`src/common/ddc_pkg.sv`:
```
package ddc_pkg;
	// ==========================================================
	// widths
	localparam int ADDR_W = 20;
	localparam int BANK_W = 4;
	localparam int NBANK = 16;
	localparam int DATA_W = 18;
	localparam int NMODE = 3;

	// ==========================================================
	// command pair {write strobe, refresh strobe} with select low
	localparam logic [1:0] CMD_MODE_SET = 2'h0;
	localparam logic [1:0] CMD_WRITE = 2'h1;
	localparam logic [1:0] CMD_REFRESH = 2'h2;
	localparam logic [1:0] CMD_READ = 2'h3;

	// ==========================================================
	// mode register fields and reset value
	localparam logic [ADDR_W-1:0] MODE_RESET = 20'h00000;
	localparam int ROW_CYC_LO = 0;
	localparam int BURST_LEN_LO = 8;
	localparam int WMODE_LO = 3;
	localparam int REFMULTI_BIT = 5;
	localparam logic [1:0] WMODE_DUAL = 2'h1;
	localparam logic [1:0] WMODE_QUAD = 2'h2;
	localparam logic [1:0] BL_FOUR = 2'h1;
	localparam logic [1:0] BL_EIGHT = 2'h2;
	// data organisation is fixed at build: 0 narrow word, 1 wide word
	localparam logic ORG_WIDE = 1'b0;

	// ==========================================================
	// timing
	localparam int CLK_MHZ = 100;
	localparam int MSR_NS = 120;
	localparam int MSR_CYC = (MSR_NS * CLK_MHZ + 999) / 1000;
	localparam int BURST_MAX_CYC = 4;

	// ==========================================================
	// controller register offsets
	localparam logic [7:0] REG_ADDR = 8'h00;
	localparam logic [7:0] REG_BANK = 8'h04;
	localparam logic [7:0] REG_CMD = 8'h08;
	localparam logic [7:0] REG_WDATA = 8'h0c;
	localparam logic [7:0] REG_STATUS = 8'h10;
	localparam int WDATA_MASK_BIT = 18;

	// ==========================================================
	// device states
	typedef enum logic [2:0]
	{
		DS_IDLE = 3'h1,
		DS_RECOVER = 3'h2,
		DS_BURST = 3'h4
	} ddc_dev_state_t;

	// banks touched by a write or refresh; read touches one bank
	function automatic logic [NBANK-1:0] ddc_target_banks(
		input logic [1:0] kind,
		input logic [BANK_W-1:0] bank,
		input logic [ADDR_W-1:0] addr,
		input logic [1:0] wmode,
		input logic refmulti);
		logic [NBANK-1:0] sel;
		sel = '0;
		for (int i = 0; i < NBANK; i++)
		begin
			if (kind == CMD_WRITE && wmode == WMODE_DUAL)
				sel[i] = (i[2:0] == bank[2:0]);
			else if (kind == CMD_WRITE && wmode == WMODE_QUAD)
				sel[i] = (i[1:0] == bank[1:0]);
			else
				sel[i] = (i[3:0] == bank);
		end
		if (kind == CMD_REFRESH && refmulti)
			sel = addr[NBANK-1:0];
		return sel;
	endfunction
endpackage

```
`src/common/ddc_link_if.sv`:
```
interface ddc_link_if;
	logic cs_n; // chip select, low selects
	logic we_n; // write strobe
	logic ref_n; // refresh strobe
	logic [ddc_pkg::ADDR_W-1:0] addr; // address or opcode
	logic [ddc_pkg::BANK_W-1:0] bank; // bank select
	logic wvalid; // write data beat present
	logic [ddc_pkg::DATA_W-1:0] wdata; // write data beat
	logic byte_mask; // high drops the beat

	modport dev (input cs_n, input we_n, input ref_n, input addr, input bank,
		input wvalid, input wdata, input byte_mask);
	modport ctl (output cs_n, output we_n, output ref_n, output addr, output bank,
		output wvalid, output wdata, output byte_mask);
endinterface

```
`src/ddc_dev_end.sv`:
```
// Function
// - select high: no new command, work continues
// - strobe pair decodes mode set, read, write, refresh
// - mode set stores address into mode register
// - low two bank bits pick mode register
// - mode registers hold until rewritten or reset
// - controller sets mode only with banks idle
// - controller waits recovery after mode set
// - read uses four bank, twenty address bits
// - write mode field picks single/dual/quad bank
// - write bank bits top index 3/2/1
// - beat stored only when byte mask low
// - refresh by bank or multibank up to four; here any mask of the 16 banks in addr is taken
// - refresh uses bank or address per method
// - controller issues every refresh separately
// - used address bits follow burst and organisation
// - inputs sampled on rising clock edge
// - controller keeps row cycle per bank
//
// The address map and the strobed register port were chosen for this implementation.
module ddc_dev_end (
	input wire logic mclk, // device clock
	input wire logic rst_n, // async reset, low active
	ddc_link_if.dev link, // command link from controller
	output logic [ddc_pkg::ADDR_W-1:0] mode_reg_zero, // mode register 0
	output logic [ddc_pkg::ADDR_W-1:0] mode_reg_one, // mode register 1
	output logic [ddc_pkg::ADDR_W-1:0] mode_reg_two, // mode register 2
	output logic rd_go, // read burst start pulse
	output logic wr_go, // write burst start pulse
	output logic ref_go, // refresh pulse
	output logic [ddc_pkg::BANK_W-1:0] acc_bank, // bank of read or write
	output logic [ddc_pkg::ADDR_W-1:0] acc_addr, // location, unused bits zero
	output logic [ddc_pkg::NBANK-1:0] bank_sel, // banks touched
	output logic store_en, // beat written pulse
	output logic [ddc_pkg::DATA_W-1:0] store_data, // beat written
	output logic recovering, // mode set recovery under way
	output logic mode_set_reject // mode set dropped in burst
);
	// ==========================================================
	// decode
	logic [ddc_pkg::ADDR_W-1:0] mr_reg [ddc_pkg::NMODE];
	ddc_pkg::ddc_dev_state_t state_reg;
	ddc_pkg::ddc_dev_state_t state_next;
	logic [7:0] rec_cnt_reg;
	logic [7:0] rec_cnt_next;
	logic [2:0] burst_cnt_reg;
	logic [2:0] burst_cnt_next;
	logic take;
	logic [1:0] pair;
	logic do_mode;
	logic do_rw;
	logic do_ref;
	logic [2:0] beats;
	logic [1:0] drop;
	logic [ddc_pkg::ADDR_W-1:0] addr_mask;
	logic [1:0] bl_field;
	logic [1:0] wmode;
	logic refmulti;

	// select high or recovery means nothing is taken; bursts keep counting
	assign take = !link.cs_n && state_reg != ddc_pkg::DS_RECOVER;
	assign pair = {link.we_n, link.ref_n};
	assign do_mode = take && pair == ddc_pkg::CMD_MODE_SET && state_reg == ddc_pkg::DS_IDLE;
	assign do_rw = take && (pair == ddc_pkg::CMD_READ || pair == ddc_pkg::CMD_WRITE);
	assign do_ref = take && pair == ddc_pkg::CMD_REFRESH;

	// fields live in the stored mode words
	assign bl_field = mr_reg[1][ddc_pkg::BURST_LEN_LO +: 2];
	assign wmode = mr_reg[2][ddc_pkg::WMODE_LO +: 2];
	assign refmulti = mr_reg[2][ddc_pkg::REFMULTI_BIT];

	// longer bursts and the wide word need fewer address bits
	always_comb
	begin
		drop = 2'h0;
		beats = 3'h1;
		if (bl_field == ddc_pkg::BL_FOUR)
		begin
			drop = 2'h1;
			beats = 3'h2;
		end
		else if (bl_field == ddc_pkg::BL_EIGHT)
		begin
			drop = 2'h2;
			beats = 3'h4;
		end
		drop = drop + {1'b0, ddc_pkg::ORG_WIDE};
		addr_mask = {ddc_pkg::ADDR_W{1'b1}} >> drop;
	end

	// ==========================================================
	// mode registers
	// only a mode set in idle writes; reset alone clears them
	always_ff @(posedge mclk or negedge rst_n)
	begin
		if (!rst_n)
		begin
			for (int i = 0; i < ddc_pkg::NMODE; i++)
				mr_reg[i] <= ddc_pkg::MODE_RESET;
		end
		else if (do_mode && link.bank[1:0] != 2'h3)
			mr_reg[link.bank[1:0]] <= link.addr;
	end

	assign mode_reg_zero = mr_reg[0];
	assign mode_reg_one = mr_reg[1];
	assign mode_reg_two = mr_reg[2];

	// ==========================================================
	// state machine
	always_comb
	begin
		state_next = state_reg;
		rec_cnt_next = rec_cnt_reg;
		burst_cnt_next = burst_cnt_reg;
		case (state_reg)
			ddc_pkg::DS_IDLE:
			begin
				if (do_mode)
				begin
					state_next = ddc_pkg::DS_RECOVER;
					rec_cnt_next = 8'(ddc_pkg::MSR_CYC - 1);
				end
				else if (do_rw)
				begin
					state_next = ddc_pkg::DS_BURST;
					burst_cnt_next = beats - 3'h1;
				end
			end
			ddc_pkg::DS_RECOVER:
			begin
				if (rec_cnt_reg == 8'h00)
					state_next = ddc_pkg::DS_IDLE;
				else
					rec_cnt_next = rec_cnt_reg - 8'h01;
			end
			ddc_pkg::DS_BURST:
			begin
				// a new read or write restarts the burst window
				if (do_rw)
					burst_cnt_next = beats - 3'h1;
				else if (burst_cnt_reg == 3'h0)
					state_next = ddc_pkg::DS_IDLE;
				else
					burst_cnt_next = burst_cnt_reg - 3'h1;
			end
			default:
				state_next = ddc_pkg::DS_IDLE;
		endcase
	end

	always_ff @(posedge mclk or negedge rst_n)
	begin
		if (!rst_n)
		begin
			state_reg <= ddc_pkg::DS_IDLE;
			rec_cnt_reg <= 8'h00;
			burst_cnt_reg <= 3'h0;
		end
		else
		begin
			state_reg <= state_next;
			rec_cnt_reg <= rec_cnt_next;
			burst_cnt_reg <= burst_cnt_next;
		end
	end

	// ==========================================================
	// command outputs
	always_ff @(posedge mclk or negedge rst_n)
	begin
		if (!rst_n)
		begin
			rd_go <= 1'b0;
			wr_go <= 1'b0;
			ref_go <= 1'b0;
			acc_bank <= '0;
			acc_addr <= '0;
			bank_sel <= '0;
			mode_set_reject <= 1'b0;
			recovering <= 1'b0;
		end
		else
		begin
			rd_go <= do_rw && pair == ddc_pkg::CMD_READ;
			wr_go <= do_rw && pair == ddc_pkg::CMD_WRITE;
			ref_go <= do_ref;
			// mode set during a burst is a controller fault; flag, do not obey
			mode_set_reject <= take && pair == ddc_pkg::CMD_MODE_SET &&
				state_reg == ddc_pkg::DS_BURST;
			recovering <= state_next == ddc_pkg::DS_RECOVER;
			if (do_rw)
			begin
				acc_bank <= link.bank;
				acc_addr <= link.addr & addr_mask;
			end
			// bank set only, address ignored unless multibank refresh
			if (do_rw || do_ref)
				bank_sel <= ddc_pkg::ddc_target_banks(pair, link.bank, link.addr,
					wmode, refmulti);
		end
	end

	// ==========================================================
	// write beats
	// the mask is taken on the same edge as its beat
	always_ff @(posedge mclk or negedge rst_n)
	begin
		if (!rst_n)
		begin
			store_en <= 1'b0;
			store_data <= '0;
		end
		else
		begin
			store_en <= link.wvalid && !link.byte_mask;
			if (link.wvalid && !link.byte_mask)
				store_data <= link.wdata;
		end
	end
endmodule

```
`src/flat_wrapper.sv`:
```
// flat-port wrapper written by rule: the top's interface ports become plain ports
module ddc_dev_end_flat 
  (mclk, rst_n, mode_reg_zero, mode_reg_one, mode_reg_two, rd_go, wr_go, ref_go, acc_bank, acc_addr, bank_sel, store_en, store_data, recovering, mode_set_reject, link_cs_n, link_we_n, link_ref_n, link_addr, link_bank, link_wvalid, link_wdata, link_byte_mask);
  ddc_link_if link_i ();
  input wire logic mclk;
  input wire logic rst_n;
  output logic [ddc_pkg::ADDR_W-1:0] mode_reg_zero;
  output logic [ddc_pkg::ADDR_W-1:0] mode_reg_one;
  output logic [ddc_pkg::ADDR_W-1:0] mode_reg_two;
  output logic rd_go;
  output logic wr_go;
  output logic ref_go;
  output logic [ddc_pkg::BANK_W-1:0] acc_bank;
  output logic [ddc_pkg::ADDR_W-1:0] acc_addr;
  output logic [ddc_pkg::NBANK-1:0] bank_sel;
  output logic store_en;
  output logic [ddc_pkg::DATA_W-1:0] store_data;
  output logic recovering;
  output logic mode_set_reject;
  input wire logic [$bits(link_i.cs_n)-1:0] link_cs_n;
  input wire logic [$bits(link_i.we_n)-1:0] link_we_n;
  input wire logic [$bits(link_i.ref_n)-1:0] link_ref_n;
  input wire logic [$bits(link_i.addr)-1:0] link_addr;
  input wire logic [$bits(link_i.bank)-1:0] link_bank;
  input wire logic [$bits(link_i.wvalid)-1:0] link_wvalid;
  input wire logic [$bits(link_i.wdata)-1:0] link_wdata;
  input wire logic [$bits(link_i.byte_mask)-1:0] link_byte_mask;
  assign link_i.cs_n = link_cs_n;
  assign link_i.we_n = link_we_n;
  assign link_i.ref_n = link_ref_n;
  assign link_i.addr = link_addr;
  assign link_i.bank = link_bank;
  assign link_i.wvalid = link_wvalid;
  assign link_i.wdata = link_wdata;
  assign link_i.byte_mask = link_byte_mask;
  ddc_dev_end u_core (.mclk(mclk), .rst_n(rst_n), .link(link_i), .mode_reg_zero(mode_reg_zero), .mode_reg_one(mode_reg_one), .mode_reg_two(mode_reg_two), .rd_go(rd_go), .wr_go(wr_go), .ref_go(ref_go), .acc_bank(acc_bank), .acc_addr(acc_addr), .bank_sel(bank_sel), .store_en(store_en), .store_data(store_data), .recovering(recovering), .mode_set_reject(mode_set_reject));
endmodule
```
`config.mk`:
```
export PLATFORM = sky130hd
export DESIGN_NAME = ddc_dev_end_flat
export DESIGN_NICKNAME = d
export VERILOG_FILES = /design/src/common/ddc_pkg.sv /design/src/common/ddc_link_if.sv /design/src/ddc_dev_end.sv /design/src/flat_wrapper.sv
export SDC_FILE = /design/constraint.sdc
export NUM_CORES = 1
export LEC_CHECK = 0
export ABC_CLOCK_PERIOD_IN_PS = 1680
export BUFFER_PORTS_ARGS = -buffer_cell sky130_fd_sc_hd__buf_4
export CORE_ASPECT_RATIO = 0.8
export CORE_MARGIN = 1.5
export CORE_UTILIZATION = 35
export CTS_BUF_LIST = sky130_fd_sc_hd__clkbuf_2
export CTS_CLUSTER_SIZE = 16
export DETAILED_ROUTE_END_ITERATION = 12
export PLACE_DENSITY_LB_ADDON = 0.2
export SLEW_MARGIN = 20
export SYNTH_ARGS = -nofsm -noshare
export SYNTH_HDL_FRONTEND = slang
export SYNTH_SLANG_ARGS = --single-unit
export TNS_END_PERCENT = 50
```
`constraint.sdc`:
```
create_clock -name mclk -period 1.68 [get_ports mclk]
set_input_delay 0.336 -clock mclk [delete_from_list [all_inputs] [get_ports mclk]]
set_output_delay 0.336 -clock mclk [all_outputs]
set_load 0.05 [all_outputs]
```
Word level (Yosys, flattened, before mapping)

Index checks and enable logic that the tools add are counted.

Equality and inequality tests: 43
Muxes and demuxes: 54
Shift-type cells: 1
Add/sub/neg operators: 3
Bitwise gates (word level): 2
Reduce and logical (&&, ||, !) cells: 28
Order comparisons: 2

Operator list:

| cell                  | number |
|---|---|
| $bwmux 60             | 1 |
| $demux 20 s2          | 1 |
| $mux 3                | 11 |
| $eq 4x4->1 const A    | 8 |
| $mux 1                | 32 |
| $and 20x20->20        | 1 |
| $mux 20               | 1 |
| $shr 20x2->20 const A | 1 |
| $eq 3x4->1 const A    | 4 |
| $mux 16               | 1 |
| $mux 8                | 2 |
| $pmux 8 s2            | 1 |
| $logic_and 1x1->1     | 14 |
| $eq 3x3->1 const A    | 4 |
| $pmux 3 s3            | 1 |
| $eq 2x2->1 const B    | 4 |
| $eq 2x4->1 const A    | 2 |
| $logic_not 8->1       | 1 |
| $sub 8x1->8 const B   | 1 |
| $eq 2x1->1 const B    | 3 |
| $eq 2x3->1 const A    | 2 |
| $eq 3x2->1 const B    | 2 |
| $logic_not 3->1       | 2 |
| $ne 2x2->1 const B    | 3 |
| other kinds (21)      | 30 |

Register bits after elaboration: 138
Output and inout bits: 124
Bits of input ports: 49
Logic and storage cells: 149

Depth between registers and ports, before layout

Gate-level depths: netlist (run 1).

Depth after elaboration: 7
Depth in mapped cells: 6
Mapped depth without buffers: 6

Worst setup path before layout (run 1)

No wires, ideal clock.

Path kind: input to register
From: input port link_cs_n
To: register u_core.mr_reg, in the netlist u_core.mode_reg_one[0]
Arrival: 1.593 ns
Path slack: -0.038 ns
Data required time: 1.555 ns
Path buffers: 1
Library setup time: 0.125 ns
Stages: 5
Cells stage by stage: or4_4 -> nor2_8 -> nand2_4 -> buf_6 -> mux2_4

Longest elaborated chain between the ends: 5

RTL lines:

| element                        | line               | RTL |
|---|---|---|
| start: declaration             | flat_wrapper.sv:20 | `input wire logic [$bits(link_i.cs_n)-1:0] link_cs_n;` |
| $logic_not 1->1                | ddc_dev_end.sv:61  | `assign take = !link.cs_n && state_reg != ddc_pkg::DS_RECOVER;` |
| $logic_and 1x1->1              | ddc_dev_end.sv:61  |  |
| $logic_and 1x1->1 (2 in a row) | ddc_dev_end.sv:63  | `assign do_mode = take && pair == ddc_pkg::CMD_MODE_SET && state_reg == ddc_pkg::DS_IDLE;` |
| $logic_and 1x1->1              | ddc_dev_end.sv:101 | `else if (do_mode && link.bank[1:0] != 2'h3)` |
| end signal: indexed assignment | ddc_dev_end.sv:99  | `mr_reg[i] <= ddc_pkg::MODE_RESET;` |
| end signal: indexed assignment | ddc_dev_end.sv:102 | `mr_reg[link.bank[1:0]] <= link.addr;` |
| end: declaration               | ddc_dev_end.sv:41  | `logic [ddc_pkg::ADDR_W-1:0] mr_reg [ddc_pkg::NMODE];` |

No other way between the ends.
A chain may end at the register's enable or synchronous reset.

Worst setup path after layout (run 1)

From: register u_core.state_reg[1]
To: register u_core.mr_reg, in the netlist u_core.mode_reg_one[17]

Longest elaborated chain between the ends: 5
Elaborated cells on any way between the ends: 6
Those cells by class: 2 x eq/ne; 4 x reduce/logical

RTL lines:

| element                  | line               | RTL |
|---|---|---|
| start: declaration       | ddc_dev_end.sv:42  | `ddc_pkg::ddc_dev_state_t state_reg;` |
| start signal: assignment | ddc_dev_end.sv:156 | `state_reg <= ddc_pkg::DS_IDLE;` |
| start signal: assignment | ddc_dev_end.sv:162 | `state_reg <= state_next;` |
| $ne 3x2->1               | ddc_dev_end.sv:61  |  |
| $logic_and 1x1->1        | ddc_dev_end.sv:61  |  |
| $logic_and 1x1->1        | ddc_dev_end.sv:63  |  |
| $logic_and 1x1->1 *      | ddc_dev_end.sv:63  |  |
| $logic_and 1x1->1 *      | ddc_dev_end.sv:101 |  |

Every way passes the cells marked *; elsewhere a longest branch is shown, timed or not.

==> results.cfg, run 1 <==
[sta]
setup_ws_ps = -82.1
finalClockSkew_ps = 27.8
period_share_pct = 105
period_minus_slack_ps = 1760
fin_setup_tns_ps = -3090
max_freq_mhz = 568
max_slew_margin_pct = 69.2
setup_viol = 61
worst_pin_slew_ps = 462
hold_viol = 0
slew_viol_final = 0
rsz0062_at_grt = true
whs_ps = 92.4

[worst_setup_path]
r2r_setup_slack_ps = -80
crit_path_cell_trace = or4_4 > nor2_8 > nand2_4 > buf_12 > mux2_4
ff2ff_path_depth = 5
crit_end = u_core.mode_reg_one[17]
cpMaxStageDelayCell = or4_4
crit_arrival_ps = 2350
critPathRequiredTime_ps = 2270
crit_cells = 5
crit_family = simple AND/OR/NAND/NOR gates
worstSetupStartpointType = flip-flop
worstReg2RegEnd = u_core.mode_reg_one[17]
path_max_fanout = 14
crit_type = flip-flop to flip-flop
r2r-start = u_core.state_reg[1]
cp-startpoint = u_core.state_reg[1]
max_stage_delay_ps = 470
worst-path-buf-inv = 1
cp-end-kind = flip-flop

[grt]
antenna_found_initial = 0
grt_overflow = 0
grt_pass1_wl_microns = 26900
globalRouteTotalUtil_pct = 20.1
grt_pass1_vias = 4956
grt_max_degree = 42

[pwr]
peakVddDrop_uv = 1090
powerDensity_nw_per_um2 = 1730
p_leak_nw = 4.78

[final_layout]
fillers = 1374
insertedDiodeCount = 0
fin_nets = 818
regArea_sq_um = 3460
drive_gt1_share_pct = 50.7
area_growth_pct = 58.1
multi_input_area_sq_um = 2420
fin_area_sq_um = 9400

[die]
ios = 173
core_area_sq_um = 16600
die_area_sq_um = 17800
fp.dieH_microns = 120
start_util_pct = 35.8
die_w_microns = 149
std_cell_rows = 42

[yosys]
synth_nets = 519
synth-edff-count = 0
syn-cell-area_sq_um = 5950
synth_flop_cell = dfrtp_1
avgSynthCellArea_sq_um = 12.8
synth-async-reset-ratio_pct = 100
synth.distinct_cells = 47
yosysSeqAreaShare_pct = 58.1
yosysWarnings = 0
synthCells = 465
ys_ff_latch = 138

[run_status]
status = finished, violations left
failed_checks = setup timing

[clock_network]
htreeDepth = 4
numCtsBuffers = 17
cts-root-buf = clkbuf_2
clock-sinks = 138
cts_tree = built
clkTransAtPathRegs_ps = 240
insertion_delay_ps = 700
clockBufferDepth = 2

[detailed_routing]
ant_nets = 0
wirelength_microns = 17200
firstDrtPassIters = 4
drc_errors = 0
vias = 4714
first_iter_violations = 265
vias_per_cell = 4.73
wl_per_cell_microns = 17.3

[run]
drv_cap = 0

[placement]
portBuffers = 172
place_hpwl_microns = 11400
postPlaceCellArea_sq_um = 7820
gp_congestion = 0.797

[worst_hold_path]
hold_class = input pin to async pin
power by group:
part | total (W) | internal [W] | switching [W]
clock | 0.00183 | 0.000531 | 0.00130
sequential | 0.00530 | 0.00439 | 0.000910
combinational | 0.00910 | 0.00400 | 0.00510
total | 0.0162 | 0.00892 | 0.00731
cell usage after synthesis, types with 4 or more instances:
cell      instances  area share [%]
nand3_1           5            0.42
nand2_1          75             4.7
nand2b_1          7            0.74
ha_1              5             1.1
buf_6             6             1.1
nor2_1           26             1.6
dfrtp_1         137              58
mux2_4           60              15
nor3b_1           4            0.51
mux2i_1           4            0.67
mux2_2           19             3.6
a21oi_1          27             2.3
clkbuf_1          8            0.51
nor2b_1           7            0.74
o21ai_0           4            0.34
inv_1            11            0.69
o22ai_1          16             1.7
layout make-up:
cell class	instances	share of cell area, %
Timing Repair Buffer	299	31.8
Multi-Input combinational cell	297	25.8
Clock inverter	15	1.36
Inverter	11	0.439
Tap cell	220	2.93
Sequential cell	138	36.8
Clock buffer	17	0.905
cell families after synthesis:
family	synth area share, %
and+or+nand+nor	12.4
adders and majority gates	1.05
muxes	19.4
DFF	58.1
AOI/OAI and AO/OA	6.04
xor gates and xnor gates	0.295
buffers and inverters	2.71
per-layer routing:
| metal | part of all wire [%] | track usage [%] |
|---|---|---|
| met4 | 0.97 | 5.51 |
| met5 | 0 | 0 |
| met3 | 7.2 | 7.07 |
| met1 | 44 | 26.1 |
| met2 | 48 | 31.7 |
through the flow:
step / cells / power [W] / worst slack [ps] / utilization [%]
finish: 997 / 0.0162 / -82.1 / 56.6
global placement: 873 / 0.0128 / -203 / 47.1
CTS: 981 / 0.0160 / -84.0 / 55.4
global route: 997 / 0.0170 / -134 / 56.6
detailed placement: 873 / 0.0129 / -220 / 47.1
floorplan: 465 / 0.0103 / -38.1 / -
worst register-to-register path, stage by stage (launching register included):
cell     delay [ps]
dfrtp_1         440
or4_4           470
nor2_8          170
nand2_4          90
buf_12          180
mux2_4          300
cell usage in the layout, fill, tap and decap left out, types with 4 or more instances in the layout:
cell type      synthesis  layout
mux2i_1                4       4
nand2b_1               7       6
dlygate4sd3_1          0      47
nand2_1               75      75
dfrtp_1              137     136
nor2_1                26      24
buf_6                  6     125
mux2_2                19      19
buf_4                  0     114
nor2b_1                7       6
clkbuf_2               0      17
mux2_4                60      60
o22ai_1               16      14
inv_1                 11      11
clkinv_4               0       4
a21oi_1               27      24
ha_1                   5       5
o21ai_0                4       4
buf_12                 0      12
worst min-delay path by stage:
stage,startpoint,endpoint,depth (start not counted)
3_5_place_dp,rst_n,u_core.acc_addr[6],1
6_report,rst_n,u_core.mode_reg_zero[1],2
5_1_grt,rst_n,u_core.mode_reg_zero[1],2
3_3_place_gp,rst_n,u_core.acc_addr[7],1
2_1_floorplan,rst_n,u_core.acc_addr[0],0
4_1_cts,rst_n,u_core.mode_reg_one[7],2
timing repair:
item	in CTS	in global routing
endpoints found under the setup margin	200	229
buffers inserted	29	16
endpoints found under the hold margin	262	0
hold buffers	47	0
resized for setup	126	21
pin swaps	1	1
No activity file was read; power rests on OpenSTA's default activity.
==> run 2: changes to the inputs <==
ABC_AREA = 1   (was not set)
CORE_UTILIZATION = 40   (was 35)
TNS_END_PERCENT = not set   (was 50)
==> run 2 against run 1 <==
The flow still finishes with violations (setup timing). Final cell count rose by 24%. Die area decreased by 9.9%. Count of clock-buffer cells in the layout unchanged. Fmax rose by 4.8%. Total power fell by 2.2%. Synthesized cell count increased by 61%. Via count grew 26%. Critical path type unchanged. Largest cell class unchanged. Largest power group unchanged. Highest routed layer unchanged.
==> results.cfg, run 2 <==
[pwr]
p_int_w = 0.00823
clockPowerShare_pct = 11.9
powerDensity_nw_per_um2 = 1680
swShare_pct = 48.2
comb_power_share_pct = 55.2
p_seq_share_pct = 32.8
p_sw_w = 0.00764
peakVddDrop_uv = 1190
p_leak_nw = 5.07

[grt]
antenna_found_initial = 0
grt_pass1_vias = 5604
grt_max_degree = 40
grt_pass1_wl_microns = 29800
grt_overflow = 0
globalRouteTotalUtil_pct = 24.4

[clock_network]
clock-sinks = 138
numCtsBuffers = 17
cts-root-buf = clkbuf_2
htreeDepth = 4
clockBufferDepth = 2
clkTransAtPathRegs_ps = 200
cts_tree = built
insertion_delay_ps = 710

[yosys]
ys_top_cells_by_area = dfrtp_1, nand2_1, o21ai_0, nor2_1, o21ai_1
synth-edff-count = 0
synth.most_common_cell = nand2_1
synth.distinct_cells = 29
synth_nets = 802
ys_top_cells_by_count = nand2_1, dfrtp_1, o21ai_0, nor2_1, inv_1
synth_top_cell_by_area = dfrtp_1
ys_ff_latch = 138
syn-cell-area_sq_um = 6110
avgSynthCellArea_sq_um = 8.17
synth_flop_cell = dfrtp_1
yosysSeqAreaShare_pct = 56.5
synth-async-reset-ratio_pct = 100
yosysWarnings = 0
yosysTopAreaCellShare_pct = 56.1
synthCells = 748

[sta]
setup_viol = 1
worst_pin_slew_ps = 480
max_freq_mhz = 595
max_slew_margin_pct = 68.0
period_minus_slack_ps = 1680
finalClockSkew_ps = 16.4
slew_viol_final = 0
period_share_pct = 100
setup_ws_ps = -0.948
hold_viol = 0
rsz0062_at_grt = true
fin_setup_tns_ps = -0.948

[placement]
gp_congestion = 0.868
place_hpwl_microns = 12600
portBuffers = 172

[worst_setup_path]
r2r_setup_slack_ps = -0.9
crit_end = u_core.mode_reg_two[15]
cp-end-kind = flip-flop
worstSetupStartpointType = flip-flop
worst-path-buf-inv = 2
worstReg2RegEnd = u_core.mode_reg_two[15]
critPathRequiredTime_ps = 2340
crit_type = flip-flop to flip-flop
crit_path_cell_trace = nand2_2 > nor2_4 > nand4_4 > buf_12 > nor2_4 > buf_6 > nand2_1 > nand2_1
crit_arrival_ps = 2340
crit_family = simple AND/OR/NAND/NOR gates
crit_cells = 8
path_max_fanout = 8
max_stage_delay_ps = 590
cp-startpoint = u_core.state_reg[0]
ff2ff_path_depth = 8
r2r-start = u_core.state_reg[0]
cpMaxStageDelayCell = dfstp_2

[run_status]
failed_checks = setup timing
status = finished, violations left

[die]
ios = 173
std_cell_rows = 40
die_w_microns = 141
start_util_pct = 40.8
core_area_sq_um = 15000
die_area_sq_um = 16000
fp.dieH_microns = 114

[detailed_routing]
vias_per_cell = 4.79
ant_nets = 0
wirelength_microns = 19200
wl_per_cell_microns = 15.5
drc_errors = 0
firstDrtPassIters = 4
first_iter_violations = 383
vias = 5935

[final_layout]
fin_nets = 1090
final_common_cell = nand2_1
drive_gt1_share_pct = 30.9
fillers = 1252
layout_common_cells = nand2_1, dfrtp_1, buf_6
insertedDiodeCount = 0
post-route-util_pct = 63.1
area_growth_pct = 54.5

[run]
drv_cap = 0

[worst_hold_path]
hold_class = input pin to flip-flop
-- run 2: layer usage --
layer / wire, microns / global-route usage (%)
met5: 0 / 0
met4: 416 / 8.13
met3: 1510 / 8.06
met2: 8640 / 36.9
met1: 8670 / 33.2
-- run 2: area by class of cell --
| class | count | area, sq um | share of cell area (%) |
|---|---|---|---|
| clock buffer | 17 | 85.1 | 0.901 |
| clock inverter | 15 | 134 | 1.42 |
| inverter | 44 | 171 | 1.82 |
| multi-input combinational | 533 | 2380 | 25.2 |
| sequential | 138 | 3450 | 36.6 |
| tap | 189 | 236 | 2.50 |
| timing repair buffer | 302 | 2980 | 31.5 |
-- run 2: cell families after synthesis --
group | Yosys count | share of synthesized area [%]
flip-flops | 138 | 56.5
AND/OR/NAND/NOR | 438 | 29.0
XOR/XNOR | 4 | 0.574
adder cells (fa/ha/maj) | 5 | 1.02
buffers and inverters | 77 | 5.71
AO/OA/AOI/OAI | 86 | 7.15
-- run 2: how the worst min path moves through the flow --
stage / to / start / cells after the start / slack [ps]
3_5_place_dp: u_core.acc_addr[16] / rst_n / 1 / 270
2_1_floorplan: u_core.acc_addr[0] / rst_n / 0 / 40
4_1_cts: u_core.store_data[7] / link_wvalid / 7 / 70
5_1_grt: u_core.store_data[3] / link_wvalid / 7 / 90
3_3_place_gp: u_core.acc_addr[6] / rst_n / 1 / 280
6_report: u_core.store_data[0] / link_wvalid / 7 / 150
-- run 2: what timing repair did --
| action | CTS | global route |
|---|---|---|
| pin swaps | 0 | 6 |
| cloned | 0 | 3 |
| setup buffers | 26 | 19 |
| hold endpoints to repair | 260 | 0 |
| hold buffers | 50 | 0 |
| endpoints found under the setup margin | 124 | 202 |
| resized for setup | 124 | 46 |
-- run 2: power groups by stage --
| stage | Clock (W) | Sequential (W) | Combinational (W) |
|---|---|---|---|
| 3_3_place_gp | 0 | 0.00510 | 0.00743 |
| 5_1_grt | 0.00211 | 0.00534 | 0.00932 |
| 4_1_cts | 0.00195 | 0.00518 | 0.00853 |
| 6_report | 0.00189 | 0.00521 | 0.00877 |
| 3_5_place_dp | 0 | 0.00506 | 0.00752 |
| 2_1_floorplan | 0 | 0.00845 | 0.00160 |
-- run 2: metrics by stage --
stage | cells | power (W) | setup WS, ps | area, sq um | hold slack, ps
3_3_place_gp | 1108 | 0.0125 | 91.8 | 7770 | 276
4_1_cts | 1216 | 0.0157 | -55.1 | 9150 | 70.2
6_report | 1238 | 0.0159 | -0.948 | 9440 | 146
2_1_floorplan | 748 | 0.0101 | 67.6 | 6110 | 40.4
5_1_grt | 1238 | 0.0168 | -108 | 9440 | 86.7
3_5_place_dp | 1108 | 0.0126 | 50.7 | 7770 | 274
-- run 2: worst min-delay path, stage by stage --
cell and delay [ps]:
buf_4 110, inv_1 40, nor2_1 40, clkinv_1 50
buf_4 150, nand2_1 60, nand2_1 50
==> run 3: changes to the inputs <==
REMOVE_ABC_BUFFERS = 1   (was not set)
==> run 3 against run 2 <==
Non-clock buffer count did not move. Worst setup slack lost 35 ps. Critical path type unchanged. Count of clock-buffer cells in the layout is 1 higher. Largest power group unchanged. Global-route usage decreased by 0.15 points. Critical path depth did not move. Total power up 3.3%. Fmax fell by 2.1%. Largest cell class unchanged. Combinational power is essentially flat. Cell area rose by 1.7%. The flow still finishes with violations (setup timing).
==> results.cfg, run 3 (synthesized netlist as in run 2, its figures left out) <==
[run_status]
status = finished, violations left
failed_checks = setup timing

[final_layout]
fillers = 1252
drive_gt1_share_pct = 31.6
insertedDiodeCount = 0
fin_nets = 1091
final_common_cell = nand2_1
area_growth_pct = 57.1
layout_common_cells = nand2_1, dfrtp_1, buf_6

[die]
die_area_sq_um = 16000
std_cell_rows = 40
die_w_microns = 141
core_area_sq_um = 15000
start_util_pct = 40.8
ios = 173
fp.dieH_microns = 114

[detailed_routing]
wl_per_cell_microns = 15.8
first_iter_violations = 401
ant_nets = 0
vias = 6031
vias_per_cell = 4.87
firstDrtPassIters = 4
drc_errors = 0
wirelength_microns = 19600

[pwr]
clockPowerShare_pct = 14.4
p_int_w = 0.00867
comb_power_share_pct = 53.5
swShare_pct = 47.1
p_seq_share_pct = 32.1
p_leak_nw = 5.15
fin_total_pwr_w = 0.0164
p_sw_w = 0.00773
powerDensity_nw_per_um2 = 1710
peakVddDrop_uv = 1410

[worst_setup_path]
r2r_setup_slack_ps = -40
path_max_fanout = 5
critPathRequiredTime_ps = 2320
r2r-start = u_core.state_reg[0]
cp-end-kind = flip-flop
worstSetupStartpointType = flip-flop
worstReg2RegEnd = u_core.mode_reg_one[8]
crit_end = u_core.mode_reg_one[8]
ff2ff_path_depth = 8
crit_arrival_ps = 2360
cp-startpoint = u_core.state_reg[0]
crit_type = flip-flop to flip-flop

[run]
drv_cap = 0

[clock_network]
cts_tree = built
htreeDepth = 4
cts-root-buf = clkbuf_2
clockBufferDepth = 2
clkTransAtPathRegs_ps = 210
insertion_delay_ps = 710
clock-sinks = 138
numCtsBuffers = 17

[sta]
finalClockSkew_ps = 34.8
setup_viol = 17
max_freq_mhz = 583
period_share_pct = 102
setup_ws_ps = -36.3
hold_viol = 0
period_minus_slack_ps = 1720
rsz0062_at_grt = true
slew_viol_final = 0
max_slew_margin_pct = 65.4
whs_ps = 76.9
worst_pin_slew_ps = 516

[placement]
gp_congestion = 0.906
place_hpwl_microns = 12400
portBuffers = 172

[grt]
globalRouteTotalUtil_pct = 24.2
grt_overflow = 0
grt_pass1_wl_microns = 30100
grt_pass1_vias = 5693
grt_max_degree = 39
antenna_found_initial = 0

[worst_hold_path]
hold_class = input pin to async pin
## run 3: cell types whose count changed in the layout (fill, tap and decap cells not counted), moves of 2 or more
cell / previous run / this run
buf_4: 115 / 119
buf_6: 129 / 126
bufinv_16: 2 / 5
clkbuf_16: 1 / 3
clkinv_1: 4 / 6
clkinv_2: 7 / 3
clkinvlp_4: 4 / 1
dlygate4sd3_1: 50 / 46
nand2_1: 325 / 321
nand2_4: 1 / 5
## run 3: cell type report
type / instances / area (sq um) / area share (%)
clock inverter: 14 / 201 / 2.10
inverter: 44 / 165 / 1.72
sequential: 138 / 3450 / 36.0
tap: 189 / 236 / 2.46
multi-input combinational: 534 / 2450 / 25.5
clock buffer: 18 / 90.1 / 0.938
timing repair buffer: 302 / 3000 / 31.3
## run 3: what timing repair did
item,in CTS,in global routing
setup buffers,20,26
resized for setup,121,49
endpoints found under the hold margin,257,0
gates cloned,0,5
endpoints found under the setup margin,125,192
hold buffers,46,0
pin swaps,0,5
## run 3: worst min path at each step
stage                start                       to  slack, ps  cells past startpoint
2_1_floorplan        rst_n       u_core.acc_addr[0]         40                      0
3_3_place_gp         rst_n    u_core.rec_cnt_reg[4]        280                      1
3_5_place_dp         rst_n    u_core.rec_cnt_reg[4]        280                      1
4_1_cts        link_wvalid          u_core.store_en         10                      4
5_1_grt        link_wvalid          u_core.store_en         10                      4
6_report             rst_n  u_core.mode_reg_two[12]         80                      2
## run 3: stage by stage
| step | area, sq um | TNS, ps | setup slack [ps] | std cells | utilization (%) |
|---|---|---|---|---|---|
| after global routing | 9600 | -9090 | -134 | 1239 | 64.2 |
| after detailed placement | 7800 | 0 | 38.1 | 1110 | 52.2 |
| final | 9600 | -298 | -36.3 | 1239 | 64.2 |
| after floorplan | 5930 | -65230 | -922 | 715 | - |
| after CTS | 9160 | -1670 | -72.0 | 1208 | 61.2 |
| after global placement | 7800 | 0 | 92.9 | 1110 | 52.2 |
## run 3: routing by layer
metal  GRT usage [%]  wire length [microns]  vias up
met3            8.86                   1830       16
li1                -                      -     2922
met2            37.0                   8940      200
met5               0                      0        -
met4            5.49                    212        0
met1            33.1                   8660     2893
## run 3: critical path, cell delays in order, from the launching register on
cell       delay, ps
dfstp_2          600
nand2_2           70
nor2_4           140
nand4_4          130
buf_12           170
nor2_4           250
clkbuf_16        220
nand2_2           40
o21ai_1           60
## run 3: power groups by stage
| stage | Clock (W) | Sequential (W) | Combinational [W] |
|---|---|---|---|
| after floorplan | 0 | 0.00845 | 0.00154 |
| after global placement | 0 | 0.00513 | 0.00742 |
| after detailed placement | 0 | 0.00509 | 0.00751 |
| after CTS | 0.00241 | 0.00523 | 0.00843 |
| after global routing | 0.00258 | 0.00538 | 0.00926 |
| final | 0.00236 | 0.00527 | 0.00877 |
